<file path="src/afc_defs.svh">
// Constants for the asynchronous FIFO host controller.
// Assumes a 125 MHz system clock and a FIFO device on plain pins.
`ifndef AFC_DEFS_SVH
`define AFC_DEFS_SVH

`define AFC_WORD_W        9
`define AFC_CLK_PERIOD_NS 8
// Least strobe low and high times, and reset low time, in ns.
`define AFC_STROBE_LOW_NS  16
`define AFC_STROBE_HIGH_NS 16
`define AFC_RESET_LOW_NS   40
`define AFC_RECOVER_NS     16
`define AFC_STROBE_LOW_CYC  ((`AFC_STROBE_LOW_NS + `AFC_CLK_PERIOD_NS - 1) / `AFC_CLK_PERIOD_NS)
`define AFC_STROBE_HIGH_CYC ((`AFC_STROBE_HIGH_NS + `AFC_CLK_PERIOD_NS - 1) / `AFC_CLK_PERIOD_NS)
`define AFC_RESET_LOW_CYC   ((`AFC_RESET_LOW_NS + `AFC_CLK_PERIOD_NS - 1) / `AFC_CLK_PERIOD_NS)
`define AFC_RECOVER_CYC     ((`AFC_RECOVER_NS + `AFC_CLK_PERIOD_NS - 1) / `AFC_CLK_PERIOD_NS)
`define AFC_CNT_W 4
`define AFC_CNT_ZERO 4'h0
`define AFC_WORD_ZERO 9'h000

`endif

</file>
<file path="src/afc_pkg.sv">
// Types for the asynchronous FIFO host controller.
// Assumes afc_defs.svh is on the include path.
`include "afc_defs.svh"
package afc_pkg;
	typedef logic [`AFC_WORD_W-1:0] afc_word_t;
	typedef logic [`AFC_CNT_W-1:0] afc_cnt_t;
	typedef enum logic [2:0] {
		AFC_IDLE    = 3'b000,
		AFC_CLEAR   = 3'b001,
		AFC_RECOVER = 3'b010,
		AFC_WR_LOW  = 3'b011,
		AFC_RD_LOW  = 3'b100,
		AFC_RT_LOW  = 3'b101,
		AFC_GAP     = 3'b110
	} afc_state_e;
endpackage

</file>
<file path="src/afc_host.sv">
// Host controller that drives one asynchronous FIFO device through its pins.
// Assumes device flags are synchronous to clk_i and the data buses in and out are separate.
//
// Summary of operation
// - Writer watches full, reader watches empty.
// - Lead device select low on first only.
// - Chain output feeds next chain input.
// - Composite flags combine empty and full; half-full is held low when chained.
// - Width expansion drives controls in parallel.
// - Writer toggles strobe only when not full.
// - Strobes high around master clear release.
`timescale 1ns/1ps
`include "afc_defs.svh"

module afc_host (
	input  wire logic             clk_i,
	input  wire logic             reset_n_i,
	input  wire logic             clear_req_i,
	input  wire logic             write_req_i,
	input  wire afc_pkg::afc_word_t write_data_i,
	input  wire logic             read_req_i,
	input  wire logic             rewind_req_i,
	input  wire logic             single_mode_i,
	input  wire logic             lead_device_i,
	output logic                  write_done_o,
	output logic                  read_valid_o,
	output afc_pkg::afc_word_t    read_data_o,
	output logic                  busy_o,
	output logic                  empty_o,
	output logic                  full_o,
	output logic                  half_full_o,
	output logic                  master_clear_n_o,
	output logic                  write_strobe_n_o,
	output logic                  read_strobe_n_o,
	output logic                  rewind_read_n_o,
	output logic                  chain_in_n_o,
	output afc_pkg::afc_word_t    word_in_o,
	input  wire afc_pkg::afc_word_t word_out_i,
	input  wire logic             empty_indicator_n_i,
	input  wire logic             full_indicator_n_i,
	input  wire logic             half_full_indicator_n_i
);
	import afc_pkg::*;

	// ------------------------------------------------------------
	// Sequencer
	// ------------------------------------------------------------
	afc_state_e state_ff;
	afc_state_e nxt_state;
	afc_cnt_t   cnt_ff;
	afc_cnt_t   nxt_cnt;
	logic       wr_ff;
	logic       nxt_wr;
	logic       rd_ff;
	logic       nxt_rd;
	logic       rt_ff;
	logic       nxt_rt;
	logic       mc_ff;
	logic       nxt_mc;
	logic       wdone_ff;
	logic       nxt_wdone;
	logic       rvalid_ff;
	logic       nxt_rvalid;
	afc_word_t  wdata_ff;
	afc_word_t  nxt_wdata;
	afc_word_t  rdata_ff;
	afc_word_t  nxt_rdata;
	logic       chain_ff;
	logic       nxt_chain;
	logic       e_ff;
	logic       f_ff;
	logic       h_ff;
	logic       nxt_e;
	logic       nxt_f;
	logic       nxt_h;
	logic       busy_ff;
	logic       nxt_busy;

	always_comb begin
		nxt_state  = state_ff;
		nxt_cnt    = cnt_ff;
		nxt_wr     = 1'b1;
		nxt_rd     = 1'b1;
		// The rewind pin doubles as lead select when chained.
		nxt_rt     = single_mode_i | ~lead_device_i;
		nxt_mc     = 1'b1;
		nxt_wdone  = 1'b0;
		nxt_rvalid = 1'b0;
		nxt_wdata  = wdata_ff;
		nxt_rdata  = rdata_ff;
		// Single mode grounds the chain input; chained mode hands it to the previous device.
		nxt_chain  = ~single_mode_i;
		unique case (state_ff)
			AFC_IDLE: begin
				nxt_cnt = `AFC_CNT_ZERO;
				if (clear_req_i) begin
					nxt_state = AFC_CLEAR;
					nxt_mc    = 1'b0;
				end else if (rewind_req_i && single_mode_i) begin
					nxt_state = AFC_RT_LOW;
					nxt_rt    = 1'b0;
				end else if (write_req_i && full_indicator_n_i) begin
					nxt_state = AFC_WR_LOW;
					nxt_wr    = 1'b0;
					nxt_wdata = write_data_i;
				end else if (read_req_i && empty_indicator_n_i) begin
					nxt_state = AFC_RD_LOW;
					nxt_rd    = 1'b0;
				end
			end
			AFC_CLEAR: begin
				// Strobes stay high through clear and its release.
				nxt_mc  = 1'b0;
				nxt_cnt = afc_cnt_t'(cnt_ff + 4'h1);
				if (cnt_ff == afc_cnt_t'(`AFC_RESET_LOW_CYC - 1)) begin
					nxt_mc    = 1'b1;
					nxt_cnt   = `AFC_CNT_ZERO;
					nxt_state = AFC_RECOVER;
				end
			end
			AFC_RECOVER: begin
				// Hold off until the flags settle after clear.
				nxt_cnt = afc_cnt_t'(cnt_ff + 4'h1);
				if (cnt_ff == afc_cnt_t'(`AFC_RECOVER_CYC - 1)) begin
					nxt_state = AFC_IDLE;
				end
			end
			AFC_WR_LOW: begin
				nxt_wr  = 1'b0;
				nxt_cnt = afc_cnt_t'(cnt_ff + 4'h1);
				if (cnt_ff == afc_cnt_t'(`AFC_STROBE_LOW_CYC - 1)) begin
					// Word is stored by the device on this rising edge.
					nxt_wr    = 1'b1;
					nxt_wdone = 1'b1;
					nxt_cnt   = `AFC_CNT_ZERO;
					nxt_state = AFC_GAP;
				end
			end
			AFC_RD_LOW: begin
				nxt_rd  = 1'b0;
				nxt_cnt = afc_cnt_t'(cnt_ff + 4'h1);
				if (cnt_ff == afc_cnt_t'(`AFC_STROBE_LOW_CYC - 1)) begin
					// Data is sampled while the strobe is still low.
					nxt_rdata  = word_out_i;
					nxt_rvalid = 1'b1;
					nxt_rd     = 1'b1;
					nxt_cnt    = `AFC_CNT_ZERO;
					nxt_state  = AFC_GAP;
				end
			end
			AFC_RT_LOW: begin
				nxt_rt  = 1'b0;
				nxt_cnt = afc_cnt_t'(cnt_ff + 4'h1);
				if (cnt_ff == afc_cnt_t'(`AFC_STROBE_LOW_CYC - 1)) begin
					nxt_rt    = 1'b1;
					nxt_cnt   = `AFC_CNT_ZERO;
					nxt_state = AFC_GAP;
				end
			end
			AFC_GAP: begin
				nxt_cnt = afc_cnt_t'(cnt_ff + 4'h1);
				if (cnt_ff == afc_cnt_t'(`AFC_STROBE_HIGH_CYC - 1)) begin
					nxt_state = AFC_IDLE;
				end
			end
			default: begin
				nxt_state = AFC_IDLE;
			end
		endcase
		nxt_busy = (nxt_state != AFC_IDLE);
	end

	always_ff @(posedge clk_i or negedge reset_n_i) begin
		if (!reset_n_i) begin
			state_ff  <= AFC_CLEAR;
			cnt_ff    <= `AFC_CNT_ZERO;
			wr_ff     <= 1'b1;
			rd_ff     <= 1'b1;
			rt_ff     <= 1'b1;
			mc_ff     <= 1'b0;
			wdone_ff  <= 1'b0;
			rvalid_ff <= 1'b0;
			wdata_ff  <= `AFC_WORD_ZERO;
			rdata_ff  <= `AFC_WORD_ZERO;
			chain_ff  <= 1'b0;
			busy_ff   <= 1'b1;
		end else begin
			state_ff  <= nxt_state;
			cnt_ff    <= nxt_cnt;
			wr_ff     <= nxt_wr;
			rd_ff     <= nxt_rd;
			rt_ff     <= nxt_rt;
			mc_ff     <= nxt_mc;
			wdone_ff  <= nxt_wdone;
			rvalid_ff <= nxt_rvalid;
			wdata_ff  <= nxt_wdata;
			rdata_ff  <= nxt_rdata;
			chain_ff  <= nxt_chain;
			busy_ff   <= nxt_busy;
		end
	end

	// ------------------------------------------------------------
	// Flag capture
	// ------------------------------------------------------------
	// The pins carry one device's flags, or the composite of a chain.
	always_comb begin
		nxt_e = ~empty_indicator_n_i;
		nxt_f = ~full_indicator_n_i;
		nxt_h = single_mode_i & ~half_full_indicator_n_i;
	end

	always_ff @(posedge clk_i or negedge reset_n_i) begin
		if (!reset_n_i) begin
			e_ff <= 1'b1;
			f_ff <= 1'b0;
			h_ff <= 1'b0;
		end else begin
			e_ff <= nxt_e;
			f_ff <= nxt_f;
			h_ff <= nxt_h;
		end
	end

	assign write_done_o     = wdone_ff;
	assign read_valid_o     = rvalid_ff;
	assign read_data_o      = rdata_ff;
	assign busy_o           = busy_ff;
	assign empty_o          = e_ff;
	assign full_o           = f_ff;
	assign half_full_o      = h_ff;
	assign master_clear_n_o = mc_ff;
	assign write_strobe_n_o = wr_ff;
	assign read_strobe_n_o  = rd_ff;
	assign rewind_read_n_o  = rt_ff;
	assign chain_in_n_o     = chain_ff;
	assign word_in_o        = wdata_ff;

endmodule

</file>
<file path="config.mk">
export PLATFORM = sky130hd
export DESIGN_NAME = afc_host
export DESIGN_NICKNAME = d
export VERILOG_FILES = /design/src/afc_pkg.sv /design/src/afc_host.sv
export VERILOG_INCLUDE_DIRS = /design/src
export SDC_FILE = /design/constraint.sdc
export NUM_CORES = 1
export LEC_CHECK = 0
export ABC_AREA = 1
export BUFFER_PORTS_ARGS = -buffer_cell sky130_fd_sc_hd__buf_2
export CORE_UTILIZATION = 53
export CTS_CLUSTER_SIZE = 28
export DETAILED_ROUTE_END_ITERATION = 7
export PLACE_DENSITY = 0.93
export SKIP_CTS_REPAIR_TIMING = 1
export SKIP_LAST_GASP = 1
export SLEW_MARGIN = 15
export SYNTH_ARGS = -nofsm -noshare
export SYNTH_HDL_FRONTEND = slang
export SYNTH_SLANG_ARGS = --single-unit
</file>
<file path="constraint.sdc">
create_clock -name clk_i -period 3.35 [get_ports clk_i]
set_input_delay 0.1675 -clock clk_i [delete_from_list [all_inputs] [get_ports clk_i]]
set_output_delay 0.1675 -clock clk_i [all_outputs]
set_load 0.05 [all_outputs]
</file>
==> results of run 1 <==
[where the power goes]
| part | internal (µW) | leakage [µW] | switching (µW) | total, µW |
|---|---|---|---|---|
| combinational | 294 | 0.000719 | 911 | 1210 |
| sequential | 625 | 0.000435 | 125 | 750 |
| clock | 156 | 0.0000422 | 140 | 297 |
[worst paths after layout]
check,start,to,cells past startpoint
max in group asynchronous,reset_n_i,word_in_o[2],2
min in group asynchronous,reset_n_i,word_in_o[1],2
min reg2reg,read_data_o[0],read_data_o[0],2
max reg2reg,cnt_ff[1],read_data_o[6],8
max,cnt_ff[1],read_data_o[6],8
min,word_out_i[5],read_data_o[5],3
[Yosys cell counts]
| cell type | n | area share [%] |
|---|---|---|
| nand2_1 | 66 | 15 |
| dfrtp_1 | 30 | 45 |
| inv_1 | 23 | 5.2 |
| nand3_1 | 11 | 3.3 |
| o21ai_0 | 9 | 2.7 |
| nor2_1 | 8 | 1.8 |
| o21ai_1 | 7 | 2.1 |
| dfstp_2 | 6 | 9.5 |
| buf_6 | 3 | 2.0 |
| ha_1 | 3 | 2.3 |
| inv_2 | 3 | 0.68 |
| a21oi_1 | 2 | 0.60 |
| nand2_4 | 2 | 1.4 |
| nor2_4 | 2 | 1.4 |
| o2111ai_1 | 2 | 1.1 |
| xor2_1 | 2 | 1.1 |
| a21oi_2 | 1 | 0.53 |
| a22oi_1 | 1 | 0.45 |
| clkinv_4 | 1 | 0.53 |
| inv_4 | 1 | 0.38 |
| nand2_2 | 1 | 0.38 |
| nand3b_4 | 1 | 1.2 |
| nand4_1 | 1 | 0.38 |
| nor2_2 | 1 | 0.38 |
| nor3_1 | 1 | 0.30 |
| o21ai_2 | 1 | 0.53 |
[through the flow]
step           worst slack [ns]  cells  area [µm²]  hold WS, ns
3_5_place_dp              1.841    274        1954       0.2850
4_1_cts                   1.809    282        2031     -0.08910
5_1_grt                   1.676    287        2081      0.01665
2_1_floorplan             2.042    189        1664      -0.1281
6_report                  1.790    287        2081      0.02571
3_3_place_gp              1.911    274        1954       0.2745
[cell type report]
type / instances / area share, %
timing repair buffer: 62 / 16.12
multi-input combinational: 122 / 29.28
inverter: 28 / 5.412
clock buffer: 6 / 1.984
clock inverter: 2 / 1.684
sequential: 36 / 43.66
tap: 31 / 1.864
[worst max-delay path, delay by kind of cell, from the launching register on]
family                     cells  cell delay (ns)
and+or+nand+nor                4             0.55
DFF                            1             0.42
buffers and inverters          3             0.28
adders and majority gates      1             0.21
[metal layers]
layer,vias up,part of all wire (%),track usage (%)
li1,715,-,-
met1,681,39,25.59
met2,68,52,40.89
met3,13,6.6,7.143
met4,0,2.5,12.59
met5,-,0,0
[cells by family after synthesis]
kind of cell | share of synthesized area [%]
xor+xnor | 1.053
flops | 54.59
compound gates | 7.970
buf+inv | 8.797
fa+ha+maj | 2.256
simple gates | 25.34
[placed cells by master, fill, tap and decap left out, drive strengths merged]
cell,n
a21oi,3
a22oi,1
buf,57
bufinv,1
clkbuf,6
clkinv,2
dfrtp,30
dfstp,6
dlygate4sd3,5
ha,3
inv,27
nand2,69
nand3,11
nand3b,1
nand4,1
nor2,11
nor3,1
o2111ai,2
o21ai,17
xor2,2
[state kept, by name, summed over array words and instances (netlist names)]
name / cells
word_in_o: 9
half_full_o: 1
read_valid_o: 1
busy_o: 1
state_ff: 3
read_data_o: 9
full_o: 1
cnt_ff: 4
empty_o: 1
master_clear_n_o: 1
chain_in_n_o: 1
write_done_o: 1
write_strobe_n_o: 1
rewind_read_n_o: 1
read_strobe_n_o: 1
==> summary.txt, run 1 <==
Cell count after synthesis: 189
Ports: 58
Slowest cell on crit path: dfrtp_1
Pwr dens: 1083 nW/µm²
CP Capture Type: register
Share of cells above drive strength 1: 32.81%
Routed vias/inst: 5.146
Die X: 58.04 µm
# rows: 19
Minimum clock period: 1.560 ns
Total GRT Usage: 23.49%
Syn_area_per_cell: 8.805 µm²
Worst EP required: 3.58 ns
Relative slew margins: 47.76%
Fmax: 641.0 MHz
Number of nets produced by synthesis: 221
RSZ-0062 raised after global routing: no
Critical path class: reg -> reg
First-pass GRT wire length: 5858 µm
# fillers: 201
Violated checks: DRC
FF-to-FF setup slack: 1.79 ns
First-pass DRT Iterations: 6
Setup_tns: 0 ns
Critical Path AT: 1.79 ns
Hold Fails Final Rpt: 0
Ant. Diodes: 0
Max Slew Vio Count: 0
Worst-case vdd ir drop: 457.1 µV
Final Power: 2253 µW
Multi-input logic area: 609.3 µm²
Register Area: 908.4 µm²
MaxCap Viol Count: 0
Layout Skew: 0.004359 ns
Type of the worst min-delay path: in -> reg
Critical path fanouts, max: 10
Register area share after synthesis: 54.59%
Largest net degree at the start of global routing: 37
Period utilization: 46.57%
CTS tree: built
Htree depth: 2
Buffers on Ports: 57
Via count: 1477
Total congestion overflow: 0
Register bit total from synthesis: 36
Synth unique cells: 26
Detailed-route wire length: 3936 µm
Worst-path clk slew: 0.10 ns
Final Util: 72.94%
Leak: 0.001196 µW
Cell Area, Synth: 1664 µm²
Status: finished with violations
Worst-Margin Slew: 0.7836 ns
Initial antenna violation count: 0
Crit path cell chain: inv_1 > ha_1 > nand2_1 > inv_2 > nand2_2 > inv_4 > nand2_1 > nand2_1
Core Footprint: 2853 µm²
Vias in the first global route: 1387
# DRC: 7
Setup violations, final: 0
Starting Density: 58.33%
Nature of the critical path startpoint: register
Slowest Stage Delay on Critical Path: 0.42 ns
Clock Latency Late Sink: 0.33 ns
Layout area overhead: 25.04%
Layout Nets: 287
Die Ht: 58.04 µm
GPL Wtd Cong: 0.8479
Sink Count: 36
Clk buf depth: 2
Warnings, synthesis: 0
WL/cell: 13.71 µm
Post-DP HPWL: 2723 µm
CP most frequent cell: nand2_1
Number of buffers created by CTS: 5
Starting DRT DRC Count: 79
DIE AREA: 3368 µm²
Root Buffer: clkbuf_4
Final ANT Viol Nets: 0
(Power assumes the default switching activity.)
==> run 2: changes to the inputs <==
Settings changed: CORE_UTILIZATION 53 to 49, PLACE_DENSITY 0.93 to 0.88.
Clock period 3.35 ns to 1.5 ns, I/O delays scaled along.
==> summary.txt, run 2 (synthesized netlist as in run 1, its figures left out) <==
Status: finished, final reports clean
CP most frequent cell: nand2_1
Clock Latency Late Sink: 0.34 ns
Starting DRT DRC Count: 72
Min Hold Slack: 0.1179 ns
Die X: 60.28 µm
Slowest cell on crit path: dfrtp_1
CTS tree: built
CP Capture Type: register
Layout Skew: 0.01253 ns
Htree depth: 2
Total GRT Usage: 20.20%
MaxCap Viol Count: 0
Total congestion overflow: 0
Vias in the first global route: 1218
GPL Wtd Cong: 0.9362
Layout Nets: 311
Critical Path AT: 1.68 ns
Root Buffer: clkbuf_4
Critical path fanouts, max: 10
Commonest non-fill, non-tap cell in the layout: nand2_1
WL/cell: 14.18 µm
Largest net degree at the start of global routing: 21
Clk buf depth: 2
Layout area overhead: 40.23%
Die Ht: 60.28 µm
First-pass DRT Iterations: 4
Crit path cell chain: inv_1 > ha_1 > nand2_2 > inv_2 > nand2_4 > inv_4 > nand2_1 > nand2_1
Pwr dens: 2125 nW/µm²
Share of cells above drive strength 1: 31.79%
Worst-case vdd ir drop: 726.1 µV
Critical path class: reg -> reg
Buffers on Ports: 57
Max Slew Vio Count: 0
Worst-path clk slew: 0.11 ns
Post-DP HPWL: 2545 µm
Type of the worst min-delay path: in -> reg
# rows: 20
Worst EP required: 1.79 ns
Ports: 58
Minimum clock period: 1.399 ns
Commonest non-fill, non-tap cells in the layout: 65 x nand2_1, 57 x buf_2, 30 x dfrtp_1
Slowest Stage Delay on Critical Path: 0.42 ns
# DRC: 0
Routed vias/inst: 4.914
Hold Fails Final Rpt: 0
Core Footprint: 3128 µm²
Period utilization: 93.26%
Placed cell count: 291
Nature of the critical path startpoint: register
Leak: 0.001306 µW
Ant. Diodes: 0
Worst-Margin Slew: 0.4060 ns
Initial antenna violation count: 0
Detailed-route wire length: 4595 µm
Final Util: 74.60%
Fmax: 714.9 MHz
Final Power: 4959 µW
Relative slew margins: 72.94%
Final non-filler cell total: 324
First-pass GRT wire length: 5112 µm
Number of buffers created by CTS: 5
Sink Count: 36
DIE AREA: 3633 µm²
Setup violations, final: 0
Final ANT Viol Nets: 0
Via count: 1592
Starting Density: 53.20%
-- run 2: worst max-delay path, delay by kind of cell, from the launching register on --
| family | cells | cell delay (ns) |
|---|---|---|
| DFF | 1 | 0.42 |
| and+or+nand+nor | 4 | 0.38 |
| buffers and inverters | 3 | 0.36 |
| adders and majority gates | 1 | 0.19 |
-- run 2: area by class of cell --
cell class	instances	area, µm²
multi-input combinational	122	616.8
sequential	36	908.4
clock inverter	1	5.005
timing repair buffer	86	590.6
tap	44	55.05
fill	189	794.5
clock buffer	7	45.04
inverter	28	112.6
-- run 2: metrics by stage --
stage | setup TNS, ns | setup slack, ns | cell area (µm²)
6_report | 0 | 0.1011 | 2333
5_1_grt | -0.05963 | -0.03055 | 2333
4_1_cts | -0.005073 | -0.005073 | 2076
3_5_place_dp | 0 | 0.02875 | 2026
3_3_place_gp | 0 | 0.1178 | 2026
2_1_floorplan | 0 | 0.1918 | 1664
-- run 2: metal layers --
metal  up-vias  global-route usage, %  wire, µm
met3        14                  6.710       213
li1        773                      -         -
met2        64                  32.97      2398
met5         -                      0         0
met4         0                  10.96       173
met1       741                  23.22      1811
-- run 2: report_power, final --
part / total (µW) / internal, µW / switching, µW
sequential: 1650 / 1400 / 249
combinational: 2830 / 732 / 2100
clock: 479 / 182 / 297
-- run 2: final timing paths --
path	from	end	slack, ns	cells past startpoint
worst max register to register	cnt_ff[1]	read_data_o[8]	0.10	8
min in group asynchronous	reset_n_i	read_data_o[8]	0.20	2
worst max-delay path	cnt_ff[1]	read_data_o[8]	0.10	8
max in group asynchronous	reset_n_i	read_strobe_n_o	0.77	3
worst min-delay path	read_req_i	read_strobe_n_o	0.12	4
worst min register to register	read_data_o[5]	read_data_o[5]	0.49	2
==> run 3: changes to the inputs <==
Settings changed: PLACE_DENSITY 0.88 to 0.79.
==> summary.txt, run 3 (synthesized netlist as in run 1, its figures left out) <==
Status: finished with violations
Violated checks: hold timing
Final Power: 5079 µW
Design Area, Final: 2344 µm²
Max Slew Vio Count: 0
GPL Wtd Cong: 0.9171
CP Capture Type: register
Number of buffers created by CTS: 5
Critical path fanouts, max: 10
CP most frequent cell: nand2_1
Hold Fails Final Rpt: 2
DIE AREA: 3633 µm²
Detailed-route wire length: 3749 µm
Placed cell area: 2033 µm²
Commonest non-fill, non-tap cells in the layout: 66 x nand2_1, 57 x buf_2, 30 x dfrtp_1
Final non-filler cell total: 323
Clock Latency Late Sink: 0.34 ns
Final Util: 74.92%
Clk buf depth: 2
Period utilization: 90.13%
Placed cell count: 292
Critical path's top delay family: flip-flops
Htree depth: 2
Layout area overhead: 40.83%
Buffer and inverter count on the worst path: 2
Fmax: 739.7 MHz
CTS tree: built
# rows: 20
RSZ-0062 raised after global routing: no
Die X: 60.28 µm
Core Footprint: 3128 µm²
Worst EP required: 1.73 ns
Setup_tns: 0 ns
Starting Density: 53.20%
Worst-Margin Slew: 0.4440 ns
Share of cells above drive strength 1: 32.62%
Ports: 58
Ant. Diodes: 0
Buffers on Ports: 57
Relative slew margins: 70.40%
Layout Skew: 0.008394 ns
First-pass DRT Iterations: 4
Nature of the critical path startpoint: register
Sink Count: 36
Die Ht: 60.28 µm
Minimum clock period: 1.352 ns
MaxCap Viol Count: 0
Critical path class: reg -> reg
Commonest non-fill, non-tap cell in the layout: nand2_1
Worst-case vdd ir drop: 1069 µV
Type of the worst min-delay path: in -> reg
Slowest cell on crit path: dfstp_2
Starting DRT DRC Count: 98
Worst-path clk slew: 0.11 ns
Total congestion overflow: 0
Largest net degree at the start of global routing: 20
Slowest Stage Delay on Critical Path: 0.62 ns
Pwr dens: 2167 nW/µm²
First-pass GRT wire length: 5313 µm
Routed vias/inst: 4.715
Min Hold Slack: -0.02092 ns
Total GRT Usage: 19.94%
FF-to-FF setup slack: 0.15 ns
Crit path cell chain: inv_2 > nand2_4 > nor2_1 > nand2_2 > inv_4 > nand2_1 > nand2_1
Via count: 1523
Leak: 0.001303 µW
Vias in the first global route: 1254
Final ANT Viol Nets: 0
Critical Path AT: 1.58 ns
Initial antenna violation count: 0
# DRC: 0
Setup violations, final: 0
Layout Nets: 310
Root Buffer: clkbuf_4
Post-DP HPWL: 2465 µm
WL/cell: 11.61 µm
==> run 3: changes by cell type in the layout (fill, tap and decap cells not counted), sizes merged <==
| cell | before | now |
|---|---|---|
| buf | 61 | 62 |
| dlygate4sd3 | 25 | 23 |
| bufinv | 0 | 1 |
| clkbuf | 7 | 5 |
| clkinvlp | 0 | 1 |
==> run 3: layout make-up <==
| cell class | instances | area (µm²) |
|---|---|---|
| fillers | 210 | 784.5 |
| repair buffers | 85 | 578.1 |
| clock inverters | 3 | 42.54 |
| multi-input cells | 122 | 609.3 |
| well taps | 44 | 55.05 |
| clock buffers | 5 | 37.54 |
| inverters | 28 | 112.6 |
| flip-flops and latches | 36 | 908.4 |
==> run 3: per-layer routing <==
layer | vias up | share of wire (%) | GRT usage, %
met5 | - | 0 | 0
met4 | 0 | 1.8 | 6.312
met3 | 10 | 5.4 | 6.277
met2 | 49 | 49 | 31.55
met1 | 693 | 44 | 25.91
li1 | 771 | - | -
==> run 3: worst paths after layout <==
path	start	end	cells after the start
min in group asynchronous	reset_n_i	word_in_o[6]	2
hold reg to reg	read_data_o[7]	read_data_o[7]	2
max in group asynchronous	reset_n_i	write_strobe_n_o	3
setup / recovery	state_ff[0]	read_data_o[5]	7
setup reg to reg	state_ff[0]	read_data_o[5]	7
hold / removal	write_data_i[7]	word_in_o[7]	3
==> run 3: report_power, final <==
| group | switching [µW] | internal (µW) | total (µW) |
|---|---|---|---|
| Clock | 322 | 347 | 669 |
| Combinational | 2030 | 737 | 2760 |
| Sequential | 248 | 1400 | 1640 |
==> run 3: stage by stage <==
| stage | hold slack [ns] | worst slack (ns) |
|---|---|---|
| after floorplan | -0.2206 | 0.1918 |
| after global placement | 0.03864 | 0.1572 |
| after detailed placement | 0.04131 | 0.1395 |
| after CTS | -0.3359 | 0.1130 |
| after global routing | 0.001217 | 0.02289 |
| final | -0.02092 | 0.1481 |
==> run 3: worst register-to-register path, stage by stage (launching register included) <==
cell     delay (ns)
dfstp_2        0.62
inv_2          0.09
nand2_4        0.08
nor2_1         0.06
nand2_2        0.19
inv_4          0.09
nand2_1        0.08
nand2_1        0.05
